File: src/hdl/dlpx_consts.svh
`ifndef DLPX_CONSTS_SVH
`define DLPX_CONSTS_SVH
// clock rate and ns to cycle conversion
`define DLPX_CLK_PERIOD_NS 5
`define DLPX_CYC_CEIL(ns) (((ns) + `DLPX_CLK_PERIOD_NS - 1) / `DLPX_CLK_PERIOD_NS)
`define DLPX_CYC_FLOOR(ns) ((ns) / `DLPX_CLK_PERIOD_NS)
// calibration busy times, clocks
`define DLPX_ZQ_INIT_NCK 1024
`define DLPX_ZQ_LONG_NCK 512
`define DLPX_ZQ_SHORT_NCK 128
// exit and entry figures
`define DLPX_EXIT_EXTRA_NS 10
`define DLPX_XPR_MIN_NCK 5
`define DLPX_CK_VALID_NCK 5
`define DLPX_CK_VALID_NS 10
`define DLPX_CKE_MIN_NCK 3
`define DLPX_CKE_MIN_NS 5
`define DLPX_CKESR_EXTRA_NCK 1
`define DLPX_CPDED_NCK 4
`define DLPX_MPX_LH_NS 12
`define DLPX_MPX_MARGIN_NS 10
// plain defaults for part-dependent figures
`define DLPX_RFC_NS 260
`define DLPX_RFC4_NS 160
`define DLPX_DLLK_NCK 512
`define DLPX_MOD_NCK 24
`define DLPX_CA_SETUP_NS 1
// wait timer slots
`define DLPX_TM_GATE 0
`define DLPX_TM_XS 1
`define DLPX_TM_FAST 2
`define DLPX_TM_DLL 3
`define DLPX_TM_CKE 4
`define DLPX_TM_PHASE 5
`define DLPX_TM_NUM 6
`define DLPX_CNT_W 16
`endif

File: src/hdl/dlpx_pkg.sv
`default_nettype none
package dlpx_pkg;
  // requests from the user side
  typedef enum logic [3:0] {
    DLPX_CMD_NOP = 4'h0,
    DLPX_CMD_PLAIN = 4'h1,
    DLPX_CMD_DLL = 4'h2,
    DLPX_CMD_ZQCL = 4'h3,
    DLPX_CMD_ZQCS = 4'h4,
    DLPX_CMD_MRS_FAST = 4'h5,
    DLPX_CMD_SRE = 4'h6,
    DLPX_CMD_SRX = 4'h7,
    DLPX_CMD_PWRSAVE_ENTER = 4'h8,
    DLPX_CMD_PWRSAVE_EXIT = 4'h9,
    DLPX_CMD_RESET_EXIT = 4'ha,
    DLPX_CMD_PDE = 4'hb,
    DLPX_CMD_PDX = 4'hc
  } dlpx_cmd_t;
  // sequencer states
  typedef enum logic [2:0] {
    ST_RESET = 3'b000,
    ST_WAKE = 3'b001,
    ST_ACTIVE = 3'b010,
    ST_LP_HOLD = 3'b011,
    ST_LP = 3'b100,
    ST_CS_HOLD = 3'b101
  } dlpx_state_t;
  // which low power condition is being entered or left
  typedef enum logic [1:0] {
    LPK_RESET = 2'b00,
    LPK_SR = 2'b01,
    LPK_PD = 2'b10,
    LPK_PWRSAVE = 2'b11
  } dlpx_lp_kind_t;
endpackage
`default_nettype wire

File: src/hdl/dlpx_lp_guard.sv
`include "dlpx_consts.svh"
`default_nettype none
module dlpx_lp_guard
  import dlpx_pkg::*;
#(
  parameter int RFC_NS = `DLPX_RFC_NS,
  parameter int RFC4_NS = `DLPX_RFC4_NS,
  parameter int DLLK_NCK = `DLPX_DLLK_NCK,
  parameter int MOD_NCK = `DLPX_MOD_NCK,
  parameter int CA_SETUP_NS = `DLPX_CA_SETUP_NS
) (
  input wire logic clock_in,
  input wire logic srst_in,
  input wire logic req_valid_in,
  input wire dlpx_cmd_t req_cmd_in,
  input wire logic parity_en_in,
  input wire logic [3:0] parity_latency_in,
  input wire logic abort_en_in,
  output logic req_done_out,
  output logic cmd_valid_out,
  output var dlpx_cmd_t cmd_out,
  output logic cke_out,
  output logic cs_n_out,
  output logic ck_en_out,
  output logic mem_reset_n_out,
  output logic busy_out
);
  ////////////////////////////////////////////////////////////////////////////
  // cycle counts, ns figures rounded up except the chip select hold maximum, which is rounded down
  localparam int XS_NS = RFC_NS + `DLPX_EXIT_EXTRA_NS;
  localparam int ABORT_NS = RFC4_NS + `DLPX_EXIT_EXTRA_NS;
  localparam logic [15:0] XS_CYC = 16'(`DLPX_CYC_CEIL(XS_NS));
  localparam logic [15:0] ABORT_CYC = 16'(`DLPX_CYC_CEIL(ABORT_NS));
  localparam logic [15:0] XPR_LO = 16'(`DLPX_XPR_MIN_NCK);
  localparam logic [15:0] XPR_CYC = (XS_CYC > XPR_LO) ? XS_CYC : XPR_LO;
  localparam logic [15:0] CKV_NS_CYC = 16'(`DLPX_CYC_CEIL(`DLPX_CK_VALID_NS));
  localparam logic [15:0] CKV_LO = 16'(`DLPX_CK_VALID_NCK);
  localparam logic [15:0] CKV_CYC = (CKV_NS_CYC > CKV_LO) ? CKV_NS_CYC : CKV_LO;
  localparam logic [15:0] CKE_NS_CYC = 16'(`DLPX_CYC_CEIL(`DLPX_CKE_MIN_NS));
  localparam logic [15:0] CKE_LO = 16'(`DLPX_CKE_MIN_NCK);
  localparam logic [15:0] CKE_MIN_CYC = (CKE_NS_CYC > CKE_LO) ? CKE_NS_CYC : CKE_LO;
  localparam logic [15:0] CKESR_CYC = CKE_MIN_CYC + 16'(`DLPX_CKESR_EXTRA_NCK);
  // command path goes dark after update plus disable delay
  localparam logic [15:0] MPED_CYC = 16'(MOD_NCK + `DLPX_CPDED_NCK);
  localparam logic [15:0] MPX_S_CYC = 16'(`DLPX_CYC_CEIL(CA_SETUP_NS));
  localparam logic [15:0] WAKE_PS_CYC = (MPX_S_CYC > CKV_CYC) ? MPX_S_CYC : CKV_CYC;
  localparam logic [15:0] MPX_LH_CYC = 16'(`DLPX_CYC_CEIL(`DLPX_MPX_LH_NS));
  localparam logic [15:0] MPX_MAX_CYC = 16'(`DLPX_CYC_FLOOR(XS_NS - `DLPX_MPX_MARGIN_NS));
  localparam logic [15:0] DLL_CYC = 16'(DLLK_NCK);
  localparam logic [15:0] XMPDLL_CYC = XS_CYC + DLL_CYC;

  ////////////////////////////////////////////////////////////////////////////
  // decode and timers
  dlpx_state_t state;
  dlpx_lp_kind_t kind;
  dlpx_cmd_t exit_cmd;
  logic init_zq;
  logic allow;
  logic take;
  logic take_act;
  logic is_entry;
  logic wake_end;
  logic [15:0] parity_cyc;
  logic [`DLPX_TM_NUM-1:0] tm_load;
  logic [`DLPX_TM_NUM-1:0] tm_done;
  logic [15:0] tm_value [`DLPX_TM_NUM];

  // load value giving an exact spacing of n cycles
  function automatic logic [15:0] ld(input logic [15:0] n);
    ld = (n == 16'h0000) ? 16'h0000 : n - 16'h0001;
  endfunction

  // one wait timer per slot; each slot guards several intervals
  for (genvar i = 0; i < `DLPX_TM_NUM; i++) begin : g_tm
    dlpx_wait_timer u_tm (
      .clock_in(clock_in),
      .srst_in(srst_in),
      .load_in(tm_load[i]),
      .value_in(tm_value[i]),
      .done_out(tm_done[i])
    );
  end

  // parity latency only counts when parity is on
  assign parity_cyc = parity_en_in ? {12'h000, parity_latency_in} : 16'h0000;
  assign take = req_valid_in && allow && !req_done_out;
  assign take_act = take && (state == ST_ACTIVE);
  assign wake_end = (state == ST_WAKE) && tm_done[`DLPX_TM_PHASE];
  assign is_entry = (req_cmd_in == DLPX_CMD_SRE) || (req_cmd_in == DLPX_CMD_PDE) ||
                    (req_cmd_in == DLPX_CMD_PWRSAVE_ENTER);

  // exit request that matches the current low power kind
  always_comb begin
    unique case (kind)
      LPK_RESET: exit_cmd = DLPX_CMD_RESET_EXIT;
      LPK_SR: exit_cmd = DLPX_CMD_SRX;
      LPK_PD: exit_cmd = DLPX_CMD_PDX;
      LPK_PWRSAVE: exit_cmd = DLPX_CMD_PWRSAVE_EXIT;
    endcase
  end

  // request admission per state and command class
  always_comb begin
    allow = 1'b0;
    unique case (state)
      ST_RESET: allow = (req_cmd_in == DLPX_CMD_RESET_EXIT);
      ST_ACTIVE: begin
        unique case (req_cmd_in)
          DLPX_CMD_PLAIN, DLPX_CMD_SRE, DLPX_CMD_PDE, DLPX_CMD_PWRSAVE_ENTER: begin
            allow = tm_done[`DLPX_TM_GATE] && tm_done[`DLPX_TM_XS];
          end
          DLPX_CMD_DLL: begin
            allow = tm_done[`DLPX_TM_GATE] && tm_done[`DLPX_TM_XS] &&
                    tm_done[`DLPX_TM_DLL];
          end
          DLPX_CMD_ZQCL, DLPX_CMD_ZQCS, DLPX_CMD_MRS_FAST: begin
            allow = tm_done[`DLPX_TM_GATE] && tm_done[`DLPX_TM_FAST];
          end
          default: allow = 1'b0;
        endcase
      end
      ST_LP: allow = tm_done[`DLPX_TM_CKE] && (req_cmd_in == exit_cmd);
      default: allow = 1'b0;
    endcase
  end

  // timer loads on commands, entries and cke rise
  always_comb begin
    tm_load = '0;
    for (int i = 0; i < `DLPX_TM_NUM; i++) begin
      tm_value[i] = 16'h0000;
    end
    if (take_act) begin
      unique case (req_cmd_in)
        DLPX_CMD_ZQCL: begin
          tm_load[`DLPX_TM_GATE] = 1'b1;
          tm_value[`DLPX_TM_GATE] = init_zq ? ld(16'(`DLPX_ZQ_INIT_NCK))
                                            : ld(16'(`DLPX_ZQ_LONG_NCK));
        end
        DLPX_CMD_ZQCS: begin
          tm_load[`DLPX_TM_GATE] = 1'b1;
          tm_value[`DLPX_TM_GATE] = ld(16'(`DLPX_ZQ_SHORT_NCK));
        end
        DLPX_CMD_SRE, DLPX_CMD_PDE: begin
          tm_load[`DLPX_TM_PHASE] = 1'b1;
          tm_value[`DLPX_TM_PHASE] = ld(CKV_CYC + parity_cyc);
          tm_load[`DLPX_TM_CKE] = 1'b1;
          tm_value[`DLPX_TM_CKE] = (req_cmd_in == DLPX_CMD_SRE) ?
                                   ld(CKESR_CYC + parity_cyc) : ld(CKE_MIN_CYC);
        end
        DLPX_CMD_PWRSAVE_ENTER: begin
          tm_load[`DLPX_TM_PHASE] = 1'b1;
          tm_value[`DLPX_TM_PHASE] = ld(MPED_CYC);
          tm_load[`DLPX_TM_CKE] = 1'b1;
          tm_value[`DLPX_TM_CKE] = ld(CKE_MIN_CYC);
        end
        default: ;
      endcase
    end
    if (take && (state == ST_LP || state == ST_RESET)) begin
      tm_load[`DLPX_TM_PHASE] = 1'b1;
      tm_value[`DLPX_TM_PHASE] = (kind == LPK_PWRSAVE) ? ld(WAKE_PS_CYC)
                                                       : ld(CKV_CYC);
    end
    if (wake_end) begin
      unique case (kind)
        LPK_RESET: begin
          tm_load[`DLPX_TM_GATE] = 1'b1;
          tm_value[`DLPX_TM_GATE] = ld(XPR_CYC);
        end
        LPK_SR: begin
          tm_load[`DLPX_TM_XS] = 1'b1;
          tm_value[`DLPX_TM_XS] = abort_en_in ? ld(ABORT_CYC) : ld(XS_CYC);
          tm_load[`DLPX_TM_FAST] = 1'b1;
          tm_value[`DLPX_TM_FAST] = ld(ABORT_CYC);
          tm_load[`DLPX_TM_DLL] = 1'b1;
          tm_value[`DLPX_TM_DLL] = ld(DLL_CYC);
        end
        LPK_PWRSAVE: begin
          tm_load[`DLPX_TM_XS] = 1'b1;
          tm_value[`DLPX_TM_XS] = ld(XS_CYC);
          tm_load[`DLPX_TM_FAST] = 1'b1;
          tm_value[`DLPX_TM_FAST] = ld(XS_CYC);
          tm_load[`DLPX_TM_DLL] = 1'b1;
          tm_value[`DLPX_TM_DLL] = ld(XMPDLL_CYC);
          tm_load[`DLPX_TM_PHASE] = 1'b1;
          tm_value[`DLPX_TM_PHASE] = ld(MPX_LH_CYC);
        end
        LPK_PD: ;
      endcase
    end
  end

  ////////////////////////////////////////////////////////////////////////////
  // sequencer
  always_ff @(posedge clock_in) begin
    if (srst_in) begin
      state <= ST_RESET;
    end else begin
      unique case (state)
        ST_RESET: if (take) state <= ST_WAKE;
        ST_WAKE: begin
          if (tm_done[`DLPX_TM_PHASE]) begin
            state <= (kind == LPK_PWRSAVE) ? ST_CS_HOLD : ST_ACTIVE;
          end
        end
        ST_ACTIVE: if (take && is_entry) state <= ST_LP_HOLD;
        ST_LP_HOLD: if (tm_done[`DLPX_TM_PHASE]) state <= ST_LP;
        ST_LP: if (take) state <= ST_WAKE;
        ST_CS_HOLD: if (tm_done[`DLPX_TM_PHASE]) state <= ST_ACTIVE;
        default: state <= ST_RESET;
      endcase
    end
  end

  // remember the kind of low power condition
  always_ff @(posedge clock_in) begin
    if (srst_in) begin
      kind <= LPK_RESET;
    end else if (take_act && is_entry) begin
      unique case (req_cmd_in)
        DLPX_CMD_SRE: kind <= LPK_SR;
        DLPX_CMD_PDE: kind <= LPK_PD;
        default: kind <= LPK_PWRSAVE;
      endcase
    end
  end

  // first long calibration after reset uses the init wait
  always_ff @(posedge clock_in) begin
    if (srst_in) begin
      init_zq <= 1'b0;
    end else if (take && state == ST_RESET) begin
      init_zq <= 1'b1;
    end else if (take_act && req_cmd_in == DLPX_CMD_ZQCL) begin
      init_zq <= 1'b0;
    end
  end

  // cke: falls on entry, rises when the wake clock time is over
  always_ff @(posedge clock_in) begin
    if (srst_in) begin
      cke_out <= 1'b0;
    end else if (take_act && is_entry) begin
      cke_out <= 1'b0;
    end else if (wake_end) begin
      cke_out <= 1'b1;
    end
  end

  // clock enable: held after entry, restarted before exit
  always_ff @(posedge clock_in) begin
    if (srst_in) begin
      ck_en_out <= 1'b0;
    end else if (take && (state == ST_RESET || state == ST_LP)) begin
      ck_en_out <= 1'b1;
    end else if (state == ST_LP_HOLD && tm_done[`DLPX_TM_PHASE]) begin
      ck_en_out <= 1'b0;
    end
  end

  // memory reset pin, released by the reset exit request
  always_ff @(posedge clock_in) begin
    if (srst_in) begin
      mem_reset_n_out <= 1'b0;
    end else if (take && state == ST_RESET) begin
      mem_reset_n_out <= 1'b1;
    end
  end

  // chip select: command strobe, or held low across power saving exit
  always_ff @(posedge clock_in) begin
    if (srst_in) begin
      cs_n_out <= 1'b1;
    end else if (take_act) begin
      cs_n_out <= 1'b0;
    end else if (kind == LPK_PWRSAVE && ((state == ST_LP && take) || state == ST_WAKE)) begin
      cs_n_out <= 1'b0;
    end else if (state == ST_CS_HOLD && !tm_done[`DLPX_TM_PHASE]) begin
      cs_n_out <= 1'b0;
    end else begin
      cs_n_out <= 1'b1;
    end
  end

  // command issue towards the memory
  always_ff @(posedge clock_in) begin
    if (srst_in) begin
      cmd_valid_out <= 1'b0;
      cmd_out <= DLPX_CMD_NOP;
    end else begin
      cmd_valid_out <= take_act;
      cmd_out <= take_act ? req_cmd_in : DLPX_CMD_NOP;
    end
  end

  // completion pulse and status
  always_ff @(posedge clock_in) begin
    if (srst_in) begin
      req_done_out <= 1'b0;
      busy_out <= 1'b1;
    end else begin
      req_done_out <= take_act || (wake_end && kind != LPK_PWRSAVE) ||
                      (state == ST_CS_HOLD && tm_done[`DLPX_TM_PHASE]);
      busy_out <= (state != ST_ACTIVE);
    end
  end

  ////////////////////////////////////////////////////////////////////////////
  // checking helpers
  logic [15:0] gap_cnt;
  logic [15:0] rise_cnt;
  logic [15:0] low_cnt;
  logic [15:0] ck_on_cnt;
  dlpx_cmd_t last_cmd;
  logic last_init;
  logic cmd_init;
  dlpx_lp_kind_t rise_kind;
  logic rise_abort;

  function automatic logic [15:0] sat(input logic [15:0] v);
    sat = (v == 16'hffff) ? v : v + 16'h0001;
  endfunction

  // distance counters for gaps and widths
  always_ff @(posedge clock_in) begin
    if (srst_in) begin
      gap_cnt <= 16'hffff;
      rise_cnt <= 16'h0000;
      low_cnt <= 16'h0000;
      ck_on_cnt <= 16'h0000;
      last_cmd <= DLPX_CMD_NOP;
      last_init <= 1'b0;
      cmd_init <= 1'b0;
      rise_kind <= LPK_RESET;
      rise_abort <= 1'b0;
    end else begin
      gap_cnt <= cmd_valid_out ? 16'h0001 : sat(gap_cnt);
      rise_cnt <= wake_end ? 16'h0000 : sat(rise_cnt);
      low_cnt <= cke_out ? 16'h0000 : sat(low_cnt);
      ck_on_cnt <= ck_en_out ? sat(ck_on_cnt) : 16'h0000;
      cmd_init <= init_zq;
      if (cmd_valid_out) begin
        last_cmd <= cmd_out;
        last_init <= cmd_init;
      end
      if (wake_end) begin
        rise_kind <= kind;
        rise_abort <= abort_en_in;
      end
    end
  end
endmodule
`default_nettype wire

File: src/hdl/dlpx_wait_timer.sv
`include "dlpx_consts.svh"
`default_nettype none
module dlpx_wait_timer
  import dlpx_pkg::*;
(
  input wire logic clock_in,
  input wire logic srst_in,
  input wire logic load_in,
  input wire logic [`DLPX_CNT_W-1:0] value_in,
  output logic done_out
);
  logic [`DLPX_CNT_W-1:0] count;
  // down counter, parks at zero
  always_ff @(posedge clock_in) begin
    if (srst_in) begin
      count <= '0;
    end else if (load_in) begin
      count <= value_in;
    end else if (count != '0) begin
      count <= count - `DLPX_CNT_W'(1);
    end
  end
  assign done_out = (count == '0);
endmodule
`default_nettype wire
File: config.mk
export PLATFORM = sky130hd
export DESIGN_NAME = dlpx_lp_guard
export DESIGN_NICKNAME = d
export VERILOG_FILES = /design/src/hdl/dlpx_pkg.sv /design/src/hdl/dlpx_lp_guard.sv /design/src/hdl/dlpx_wait_timer.sv
export VERILOG_INCLUDE_DIRS = /design/src /design/src/hdl
export SDC_FILE = /design/constraint.sdc
export NUM_CORES = 1
export LEC_CHECK = 0
export BUFFER_PORTS_ARGS = -buffer_cell sky130_fd_sc_hd__buf_2
export CAP_MARGIN = 20
export CORE_MARGIN = 4
export CORE_UTILIZATION = 55
export CTS_BUF_LIST = sky130_fd_sc_hd__clkbuf_8
export DETAILED_ROUTE_END_ITERATION = 16
export PLACE_DENSITY_LB_ADDON = 0.08
export SLEW_MARGIN = 40
export SYNTH_ARGS = -nofsm -noshare
export SYNTH_HDL_FRONTEND = slang
export SYNTH_SLANG_ARGS = --single-unit
File: constraint.sdc
create_clock -name clock_in -period 8.7 [get_ports clock_in]
set_clock_uncertainty 0.15 [all_clocks]
set_input_delay 1.74 -clock clock_in [delete_from_list [all_inputs] [get_ports clock_in]]
set_output_delay 1.74 -clock clock_in [all_outputs]
set_load 0.005 [all_outputs]
---- Word level (Yosys, flattened, before mapping) ----
Index checks and enable logic that the tools add are counted.
word-level totals
  bits in registers ....................... 113
  latch bits .............................. 0
  RAM bits ................................ 0
  bits in read-only memories .............. 0
  bits of input ports ..................... 13
  output and inout port bits .............. 11
  logic and storage cells ................. 170
  memories ................................ 0
cells by class
  $add $sub $neg .......................... 10
  multiply operators ...................... 0
  div/mod/pow operators ................... 0
  magnitude comparators ................... 0
  equality and inequality tests ........... 25
  shift-type cells ........................ 0
  muxes and demuxes ....................... 56
  bitwise gates (word level) .............. 1
  reduce and logical (&&, ||, !) cells .... 61
operators with widths
  operator               number
  $mux 16                19
  $logic_not 16->1       8
  $reduce_bool 16->1     6
  $sub 16x1->16 const B  6
  $pmux 38 s2            1
  $mux 64                1
  $pmux 32 s2            1
  $mux 32                1
  $mux 3                 7
  $mux 10                2
  $pmux 10 s2            1
  $logic_and 1x1->1      19
  $pmux 4 s4             1
  $reduce_bool 2->1      8
  $pmux 3 s5             1
  $mux 1                 13
  $eq 4x3->1 const B     3
  $eq 4x4->1 const B     3
  $reduce_or 2->1        6
  $sub 5x1->6 const B    2
  $add 3x4->5 const A    2
  $ne 2x1->1 const B     5
  $eq 4x2->1 const B     2
  $mux 4                 2
  21 further kinds       33

---- Longest topological paths before layout ----
Gate-level depths: netlist (run 1).
  depth after elaboration ................. 13
  mapped depth ............................ 12
  depth with buffers taken out ............ 10

---- By module ----
A second synthesis (run 1) with hierarchy kept.
unflattened totals
  cells, all modules ...................... 887
  area total of the unflattened synthesis .. 7243.2 um^2
modules (own cells, without submodules)
  module                               instances  cells each  area an instance (um^2)  seq. area each (um^2)
  dlpx_wait_timer at g_tm[0].u_tm ...  5          116         964.7                    320.3
  dlpx_lp_guard                        1          195         1517.7                   340.3
  dlpx_wait_timer at g_tm[5].u_tm      1          112         902.1                    320.3

---- Worst setup path before layout (run 1) ----
Ideal clock, no wire load.
  path kind ............................... input port to flip-flop
  start point ............................. input port req_cmd_in[2]
  end point ............................... register g_tm[4].u_tm.count[10]
  library setup time ...................... 0.144 ns
  data arrival time ....................... 4.145 ns
  required time ........................... 8.406 ns
  slack ................................... 4.261 ns
  cell stages on the path ................. 10
  buffers on the path ..................... 2
  cell sequence ........................... xor2_1 or4_1 or4_1 a21o_2 buf_6 nand3_2 and3_1 buf_2 mux2i_1 nor3_1
between the ends
  longest elaborated chain between the ends .. 9
  elaborated cells on any way between the ends .. 27
  those cells by class .................... eq/ne (10); mux (8); reduce/logical (9)
ends and longest elaborated chain
  element                                                    line                                        source
  start, declared                                            dlpx_lp_guard.sv:15                         input wire dlpx_cmd_t req_cmd_in,
  $eq 4x4->1 (tied with other cells)                         dlpx_lp_guard.sv:108, dlpx_lp_guard.sv:134
  $reduce_or 4->1 / $reduce_or 3->1 (equally long branches)  dlpx_lp_guard.sv:108                        unique case (req_cmd_in)
  $pmux 1 s3                                                 dlpx_lp_guard.sv:108
  $pmux 1 s3                                                 dlpx_lp_guard.sv:105                        unique case (state)
  $logic_and 1x1->1 (2 in a row)                             dlpx_lp_guard.sv:86                         assign take = req_valid_in && allow && !req_done_out;
  $logic_and 1x1->1                                          dlpx_lp_guard.sv:87                         assign take_act = take && (state == ST_ACTIVE);
  $mux 32 / $mux 2 (equally long branches)                   dlpx_lp_guard.sv:133                        if (take_act) begin
  $mux 16 / $reduce_bool 2->1 (equally long branches)        -
  end signal, assigned                                       dlpx_wait_timer.sv:18                       count <= value_in;
  end signal, assigned                                       dlpx_wait_timer.sv:20                       count <= count - `DLPX_CNT_W'(1);
  end, declared                                              dlpx_wait_timer.sv:12                       logic [`DLPX_CNT_W-1:0] count;
Several ways; a longest one is shown, not always the timed one.
A chain may end at the register's enable or synchronous reset.

---- Final worst setup path (run 1) ----
Ends and elaborated chain as after synthesis.

==> results of run 1 <==
-- power by group through the flow --
stage / Clock, mW / Combinational [mW] / Sequential, mW
after floorplan: 0 / 0.915 / 0.784
after global placement: 0 / 1.04 / 0.805
after detailed placement: 0 / 1.07 / 0.814
after CTS: 0.504 / 1.08 / 0.805
after global routing: 0.531 / 1.23 / 0.827
final: 0.491 / 1.08 / 0.807
-- cell usage after synthesis, types with 4 or more instances --
master / number / area share (%)
clkbuf_1: 17 / 1.0
nand2_1: 70 / 4.3
or3_1: 7 / 0.72
nor3_1: 38 / 3.1
xor2_1: 42 / 6.0
a211oi_1: 13 / 1.6
nand3b_1: 7 / 0.86
nor2b_1: 8 / 0.82
and3_1: 7 / 0.72
nand2b_1: 8 / 0.82
or4_1: 15 / 1.8
a22oi_1: 6 / 0.74
nor4_1: 20 / 2.0
nor4b_1: 5 / 0.72
nor2_1: 102 / 6.3
mux2i_1: 4 / 0.66
inv_1: 23 / 1.4
dfxtp_1: 113 / 37
o21ai_0: 22 / 1.8
xnor2_1: 45 / 6.5
nand3_1: 19 / 1.6
o211ai_1: 8 / 0.98
ha_1: 21 / 4.3
nand4_1: 4 / 0.41
a21oi_1: 41 / 3.4
and2_1: 9 / 0.92
or2_2: 4 / 0.41
-- path summary, 6_finish.rpt --
| path | from | depth (start not counted) | to |
|---|---|---|---|
| worst min register to register | g_tm[3].u_tm.count[13] | 2 | g_tm[3].u_tm.count[13] |
| worst max-delay path | req_cmd_in[2] | 9 | g_tm[4].u_tm.count[10] |
| worst max register to register | g_tm[4].u_tm.count[6] | 8 | g_tm[4].u_tm.count[10] |
| worst min-delay path | g_tm[3].u_tm.count[13] | 2 | g_tm[3].u_tm.count[13] |
-- worst max-delay path: stages --
cell	delay, ps
buf_2	160
xor2_1	160
or4_1	380
or4_1	530
a21o_2	300
nand3_2	190
and3_1	420
mux2i_1	710
nor3_1	110
-- per-layer routing --
metal	GRT usage, %	vias to the layer above	share of wire [%]
met4	8.413	0	1.1
met3	5.829	19	4.2
met1	27.73	2365	48
met2	34.99	97	47
li1	-	2613	-
met5	0	-	0
-- state kept, by name (all words and copies together) (netlist names), 2 cells and up --
register	flops
state	3
g_tm.u_tm.count	96
kind	2
cmd_out	4
-- area by class of cell --
cell class              count  share of cell area (%)
inverters                  24                   1.356
well taps                 140                   2.637
clock inverters            14                   2.241
repair buffers             26                   2.072
clock buffers              18                   3.729
flip-flops and latches    113                   34.05
multi-input cells         573                   53.92
-- logic make-up (layout without fill, tap and decap cells) --
| kind of cell | Yosys count | count (layout) | synth area share, % |
|---|---|---|---|
| AO/OA/AOI/OAI | 112 | 112 | 11.54 |
| flip-flops | 113 | 113 | 37.06 |
| multiplexers | 5 | 5 | 0.8403 |
| buffers and inverters | 52 | 82 | 4.283 |
| adder cells (fa/ha/maj) | 21 | 21 | 4.304 |
| XOR/XNOR | 87 | 87 | 12.48 |
| AND/OR/NAND/NOR | 348 | 348 | 29.49 |
==> results.md, run 1 <==
- Vias: 5094
- Final nets: 789
- Top FF cell, synth: dfxtp_1
- PortBufs: 23
- Overflow after GRT: 0
- RSZ-0062 raised after global routing: false
- Most frequent cells in the layout: dfxtp_1 (113), nor2_1 (102), nand2_1 (70)
- Sw Ratio: 39.40%
- Number of DRC markers in iteration 0: 369
- Final core utilization: 61.29%
- Pint: 1.441 mW
- Rows: 38
- Die H: 113.4 um
- # DRC: 0
- Critical Path End Type: register
- First-pass GRT wire length: 22.70 mm
- Core ar.: 10840 um2
- Die outline area: 12850 um2
- Final period utilization: 52.56%
- Post-Place Setup Slack: 3716 ps
- Setup crit start kind: input pin
- Synth unique cells: 65
- Sequential Power Share: 34.0%
- HP Class: reg2reg
- Synth Area per Inst: 8.272 um2
- Required time of the worst setup path: 8840 ps
- Die W: 113.4 um
- HPWL Detailed: 9.581 mm
- Final wirelength: 13.35 mm
- Initial antenna violation count: 0
- N_diodes: 0
- Vias in the first global route: 4959
- Post-CTS Setup Inserts: 0
- Worst-Skew Late Latency: 440 ps
- Gate power share: 45.4%
- Async S/R FF share, synth: 0%
- Data arrival, critical path: 4710 ps
- Filler cell count: 960
- Worst rel slew slack: 47.73%
- Avg WL per Cell: 14.70 um
- Slack of the critical path: 4127 ps
- Worst IR Drop VDD: 211.9 uV
- Synth Register Bits: 113
- Max-capacitance violation count: 0
- CTS-repair resized insts: 0
- Finished Layout Cells: 908
- Dpl cell area: 6246 um2
- Switch Pwr: 0.9366 mW
- Post-route setup TNS: 0 ps
- Multi-input gate area: 3582 um2
- Outcome: completed
- Synth-to-layout area growth: 8.834%
- Cell area after synthesis: 6105 um2
- Final antenna-violating net count: 0
- FF/Latch Area: 2262 um2
- R2R setup slack: 4710 ps
- Placed Instances: 876
- IO Pins: 24
- Clock Sinks: 113
- Slew Viols, Final: 0
- Commonest non-fill, non-tap cell in the layout: dfxtp_1
- Vias/cell: 5.610
- Clock Root Buffer: clkbuf_8
- Final min period: 4573 ps
- Clock share of power: 20.6%
- Post-route cell area: 6644 um2
- Sequential area share after synthesis: 37.06%
- GP Congestion: 0.8965
- CP max FO: 11
- Hold WS: 345.2 ps
- Drt first pass iters: 5
- Pwr/cell area: 357.8 nW/um2
- GRT Util Overall: 21.70%
- Clock Pin Slew Worst Setup and Hold Paths: 70 ps
- Maximum clock path buffer count: 2
- Share of layout cells above drive strength 1: 10.94%
- Starting Density: 56.31%
- Num CTS Buffers: 17
- FMAX: 0.2187 GHz
- Total power: 2.377 mW
- CTS tree: built
- Post-synth EDFFs: 0
- Synth warn: 0
- Syn Inst Count: 738
- Final hold viol count: 0
- Largest net degree at the start of global routing: 62
- Syn_nets: 772
- P_leak: 2.740 nW
- Final setup viols: 0
- CTS Hold Bufs: 0
- Tightest Pin Transition: 762.2 ps
- Critical path class: in2reg
- Htree depth: 4
(Power assumes the default switching activity.)
==> run 2: changes to the inputs <==
- clock period: 8.7 -> 4.1 ns (I/O delays scaled with it)
==> run 2 against run 1 <==
  * Combinational power increased by 110%
  * Register-to-register slack got worse by 4100 ps
  * Count of clock-buffer cells in the layout increased by 3
  * Largest cell class unchanged
  * Routed wire length decreased by 0.31%
  * First-iteration DRC count increased by 8.9%
==> results.md, run 2 (same netlist as run 1, synthesis figures left out) <==
- Outcome: completed
- Drt first pass iters: 7
- Slew Viols, Final: 0
- CTS tree: built
- Post-route setup TNS: 0 ps
- Final antenna-violating net count: 0
- Largest net degree at the start of global routing: 35
- Rows: 38
- Setup crit start kind: register
- Largest regs: g_tm.u_tm.count: 96 flops, cmd_out: 4 flops, state: 3 flops
- HPWL Detailed: 9.835 mm
- Commonest non-fill, non-tap cell in the layout: dfxtp_1
- RSZ-0062 raised after global routing: false
- Maximum clock path buffer count: 2
- Clock Sinks: 113
- Worst rel slew slack: 51.51%
- Dpl cell area: 6280 um2
- CTS-repair resized insts: 0
- Tightest Pin Transition: 727.2 ps
- GP Congestion: 0.8910
- N_diodes: 0
- Final setup viols: 0
- # DRC: 0
- Worst IR Drop VDD: 480.0 uV
- Slowest CP cell: or4_4
- PortBufs: 23
- Core ar.: 10840 um2
- GRT Util Overall: 22.12%
- Worst-Skew Late Latency: 430 ps
- Filler cell count: 978
- Critical path class: reg2reg
- CP max FO: 12
- Hold EP: cke_out
- Clock Root Buffer: clkbuf_8
- FMAX: 0.2834 GHz
- Most frequent cells in the layout: dfxtp_1 (113), nor2_1 (102), nand2_1 (70)
- Overflow after GRT: 0
- HP Class: reg2reg
- Number of DRC markers in iteration 0: 402
- Final period utilization: 86.06%
- Reg2reg end: g_tm[4].u_tm.count[15]
- Die W: 113.4 um
- IO Pins: 24
- Clock Pin Slew Worst Setup and Hold Paths: 60 ps
- Avg WL per Cell: 14.64 um
- Share of layout cells above drive strength 1: 11.31%
- Data arrival, critical path: 3720 ps
- Die H: 113.4 um
- Largest Register: g_tm.u_tm.count
- Die outline area: 12850 um2
- Critical path, cell by cell: or4_4 > or4_4 > nand2b_4 > or4_4 > a31oi_2 > or2_2 > nor2_1 > nor3_1
- R2R setup slack: 570 ps
- Pwr/cell area: 744.5 nW/um2
- Htree depth: 4
- Starting Density: 56.31%
- Required time of the worst setup path: 4290 ps
- Final wirelength: 13.31 mm
- Initial antenna violation count: 0
- Num CTS Buffers: 17
- Synth-to-layout area growth: 8.690%
- Most frequent CP cell: or4_4
- HP Start: cke_out
- Max reg flops: 96
- Vias: 5191
- CTS Hold Bufs: 0
- Post-CTS Setup Inserts: 0
- Launching point of the worst reg2reg path: g_tm[2].u_tm.count[2]
- Max-capacitance violation count: 0
- Vias/cell: 5.711
- Post-route cell area: 6635 um2
- Critical Path Max Stage Delay: 590 ps
- Final nets: 793
- P_leak: 2.746 nW
- Cells on worst reg2reg path: 8
- Final min period: 3529 ps
- Vias in the first global route: 4911
- Final hold viol count: 0
- First-pass GRT wire length: 23.17 mm
- Hold path depth: 2
- Critical Path End Type: register
run 2: worst max path at each step:
stage | startpoint | to | depth (start not counted)
global route | g_tm[0].u_tm.count[0] | g_tm[4].u_tm.count[15] | 10
finish | g_tm[2].u_tm.count[2] | g_tm[4].u_tm.count[15] | 8
detailed placement | req_cmd_in[2] | g_tm[4].u_tm.count[15] | 9
global placement | req_cmd_in[2] | g_tm[4].u_tm.count[3] | 9
CTS | g_tm[0].u_tm.count[0] | g_tm[4].u_tm.count[15] | 10
floorplan | req_cmd_in[2] | g_tm[4].u_tm.count[10] | 10
run 2: area by class of cell:
class / instances / area, um2 / share of cell area [%]
multi-input combinational: 573 / 3586 / 54.04
clock inverter: 8 / 65.06 / 0.9806
tap: 140 / 175.2 / 2.640
timing repair buffer: 30 / 167.7 / 2.527
inverter: 24 / 90.09 / 1.358
sequential: 113 / 2262 / 34.09
clock buffer: 21 / 289.0 / 4.356
run 2: routing by layer:
metal | routed length [um] | vias up | part of all wire (%) | track usage, %
met2 | 6330 | 98 | 48 | 36.10
met1 | 6320 | 2456 | 47 | 28.37
met4 | 167 | 0 | 1.3 | 6.490
met3 | 492 | 19 | 3.7 | 6.578
met5 | 0 | - | 0 | 0
li1 | - | 2618 | - | -
run 2: per-stage QoR:
| step | worst slack, ps | power (mW) | utilization, % | std cells | hold slack (ps) |
|---|---|---|---|---|---|
| finish | 571.4 | 4.940 | 61.21 | 909 | 343.8 |
| global route | 198.1 | 5.413 | 61.21 | 909 | 376.0 |
| CTS | 579.4 | 4.983 | 61.20 | 909 | 344.4 |
| detailed placement | 406.4 | 4.006 | 57.93 | 880 | 333.6 |
| global placement | 646.8 | 3.930 | 57.89 | 880 | 319.9 |
| floorplan | 580.7 | 3.604 | - | 738 | 295.7 |
run 2: power by group:
| part | leakage (nW) | total [mW] | switching, mW | internal, mW |
|---|---|---|---|---|
| logic | 1.63 | 2.29 | 1.25 | 1.04 |
| clock network | 0.192 | 0.940 | 0.417 | 0.523 |
| registers | 0.927 | 1.71 | 0.283 | 1.43 |
| total | 2.75 | 4.94 | 1.95 | 2.99 |
run 2: worst max-delay path: cells and delay by family, from the launching register on:
family          cells  cell delay (ps)
simple gates        7             2350
compound gates      1              570
flops               1              360
==> run 3: changes to the inputs <==
- CTS_BUF_LIST: sky130_fd_sc_hd__clkbuf_8 -> sky130_fd_sc_hd__clkbuf_16
==> run 3 against run 2 <==
  * First-iteration DRC count down 13%
  * Flip-flop and latch count unchanged
  * Global-route usage up 0.23 points
  * Critical path depth up 2
  * Critical endpoint unchanged
  * Highest routed layer unchanged
==> results.md, run 3 (same netlist as run 1, synthesis figures left out) <==
- Final wirelength: 13.60 mm
- GP Congestion: 0.8910
- Worst IR Drop VDD: 520.6 uV
- Final setup viols: 0
- Required time of the worst setup path: 4260 ps
- GRT Util Overall: 22.35%
- Starting Density: 56.31%
- Critical Path End Type: register
- P_leak: 2.811 nW
- Critical path class: reg2reg
- Maximum clock path buffer count: 2
- Hold path depth: 2
- Final min period: 3562 ps
- Clock Root Buffer: clkbuf_16
- Worst-Skew Late Latency: 410 ps
- Data arrival, critical path: 3730 ps
- CP delay by family, top: simple AND/OR/NAND/NOR gates
- Setup crit start kind: register
- Clock share of power: 23.9%
- Pint: 3.269 mW
- Vias: 5228
- HP Class: reg2reg
- CTS Hold Bufs: 0
- Final hold viol count: 0
- Die outline area: 12850 um2
- Max-capacitance violation count: 0
- Tightest Pin Transition: 709.0 ps
- Clock Sinks: 113
- Worst rel slew slack: 52.73%
- Number of DRC markers in iteration 0: 349
- Core ar.: 10840 um2
- Slowest CP cell: a31oi_2
- Critical Path Max Stage Delay: 610 ps
- Commonest non-fill, non-tap cell in the layout: dfxtp_1
- CP max FO: 12
- Drt first pass iters: 4
- R2R setup slack: 540 ps
- Outcome: completed
- Gate power share: 43.6%
- Launching point of the worst reg2reg path: g_tm[0].u_tm.count[0]
- Slew Viols, Final: 0
- FMAX: 0.2807 GHz
- Initial antenna violation count: 0
- Htree depth: 4
- Post-route setup TNS: 0 ps
- Num CTS Buffers: 17
- Final nets: 793
- Overflow after GRT: 0
- Reg2reg end: g_tm[4].u_tm.count[15]
- HP Start: g_tm[3].u_tm.count[13]
- Rows: 38
- Die W: 113.4 um
- IO Pins: 24
- RSZ-0062 raised after global routing: false
- Cells on worst reg2reg path: 10
- Share of layout cells above drive strength 1: 10.79%
- Final period utilization: 86.88%
- Die H: 113.4 um
- Vias in the first global route: 5002
- Hold EP: g_tm[3].u_tm.count[13]
- PortBufs: 23
- Largest regs: g_tm.u_tm.count: 96 flops, cmd_out: 4 flops, state: 3 flops
- HPWL Detailed: 9.835 mm
- Max reg flops: 96
- Vias/cell: 5.751
- Pwr/cell area: 778.6 nW/um2
- Largest net degree at the start of global routing: 35
- Worst Path Buf+Inv: 1
- CTS-repair resized insts: 0
- N_diodes: 0
- Sw Ratio: 38.14%
- Switch Pwr: 2.015 mW
- Avg WL per Cell: 14.96 um
- Worst setup startpoint: g_tm[0].u_tm.count[0]
- Largest Register: g_tm.u_tm.count
- Critical path, cell by cell: inv_1 > ha_1 > nor4b_1 > nand4_1 > nor4_1 > o21ai_0 > a31oi_2 > or2_2 > nor2_1 > nor3_1
- CTS tree: built
- Total power: 5.284 mW
- First-pass GRT wire length: 23.38 mm
- Clock Pin Slew Worst Setup and Hold Paths: 50 ps
- Sequential Power Share: 32.5%
- # DRC: 0
- Post-CTS Setup Inserts: 0
- Most frequent cells in the layout: dfxtp_1 (113), nor2_1 (102), nand2_1 (70)
- Synth-to-layout area growth: 11.17%
- Final antenna-violating net count: 0
[run 3: cell type report]
type                    count  area [um2]
clock inverters            12       80.08
flip-flops and latches    113        2262
well taps                 140       175.2
repair buffers             30       167.7
fillers                   957        4054
multi-input cells         573        3586
clock buffers              17       425.4
inverters                  24       90.09
[run 3: how the worst max path moves through the flow]
stage	cells after the start	slack, ps	endpoint
finish	10	540	g_tm[4].u_tm.count[15]
global route	10	200	g_tm[4].u_tm.count[15]
CTS	10	560	g_tm[4].u_tm.count[15]
detailed placement	9	410	g_tm[4].u_tm.count[15]
global placement	9	650	g_tm[4].u_tm.count[3]
floorplan	10	580	g_tm[4].u_tm.count[10]
[run 3: power groups by stage]
stage | Combinational (mW) | Clock (mW) | Sequential, mW
after floorplan | 1.94 | 0 | 1.66
after global placement | 2.22 | 0 | 1.71
after detailed placement | 2.28 | 0 | 1.73
after CTS | 2.32 | 1.29 | 1.71
after global routing | 2.63 | 1.34 | 1.77
final | 2.30 | 1.26 | 1.72
[run 3: per-layer routing]
layer / track usage, % / routed length (um)
met1: 27.95 / 6334
met2: 37.12 / 6509
met3: 5.936 / 541
met4: 8.013 / 212
met5: 0 / 0
[run 3: worst register-to-register path, delay by kind of cell, from the launching register on]
family                     cells  cell delay [ps]
and+or+nand+nor                6             1880
AOI/OAI and AO/OA              2              850
DFF                            1              350
adders and majority gates      1              160
buffers and inverters          1               70
[run 3: per-stage QoR]
stage | utilization [%] | area, um2 | hold WS (ps) | setup slack [ps] | cells
floorplan | - | 6105 | 295.7 | 580.7 | 738
finish | 62.60 | 6787 | 338.7 | 537.9 | 909
global route | 62.60 | 6787 | 373.2 | 200.5 | 909
detailed placement | 57.93 | 6280 | 333.6 | 406.4 | 880
CTS | 62.59 | 6785 | 342.7 | 562.2 | 909
global placement | 57.89 | 6276 | 319.9 | 646.8 | 880
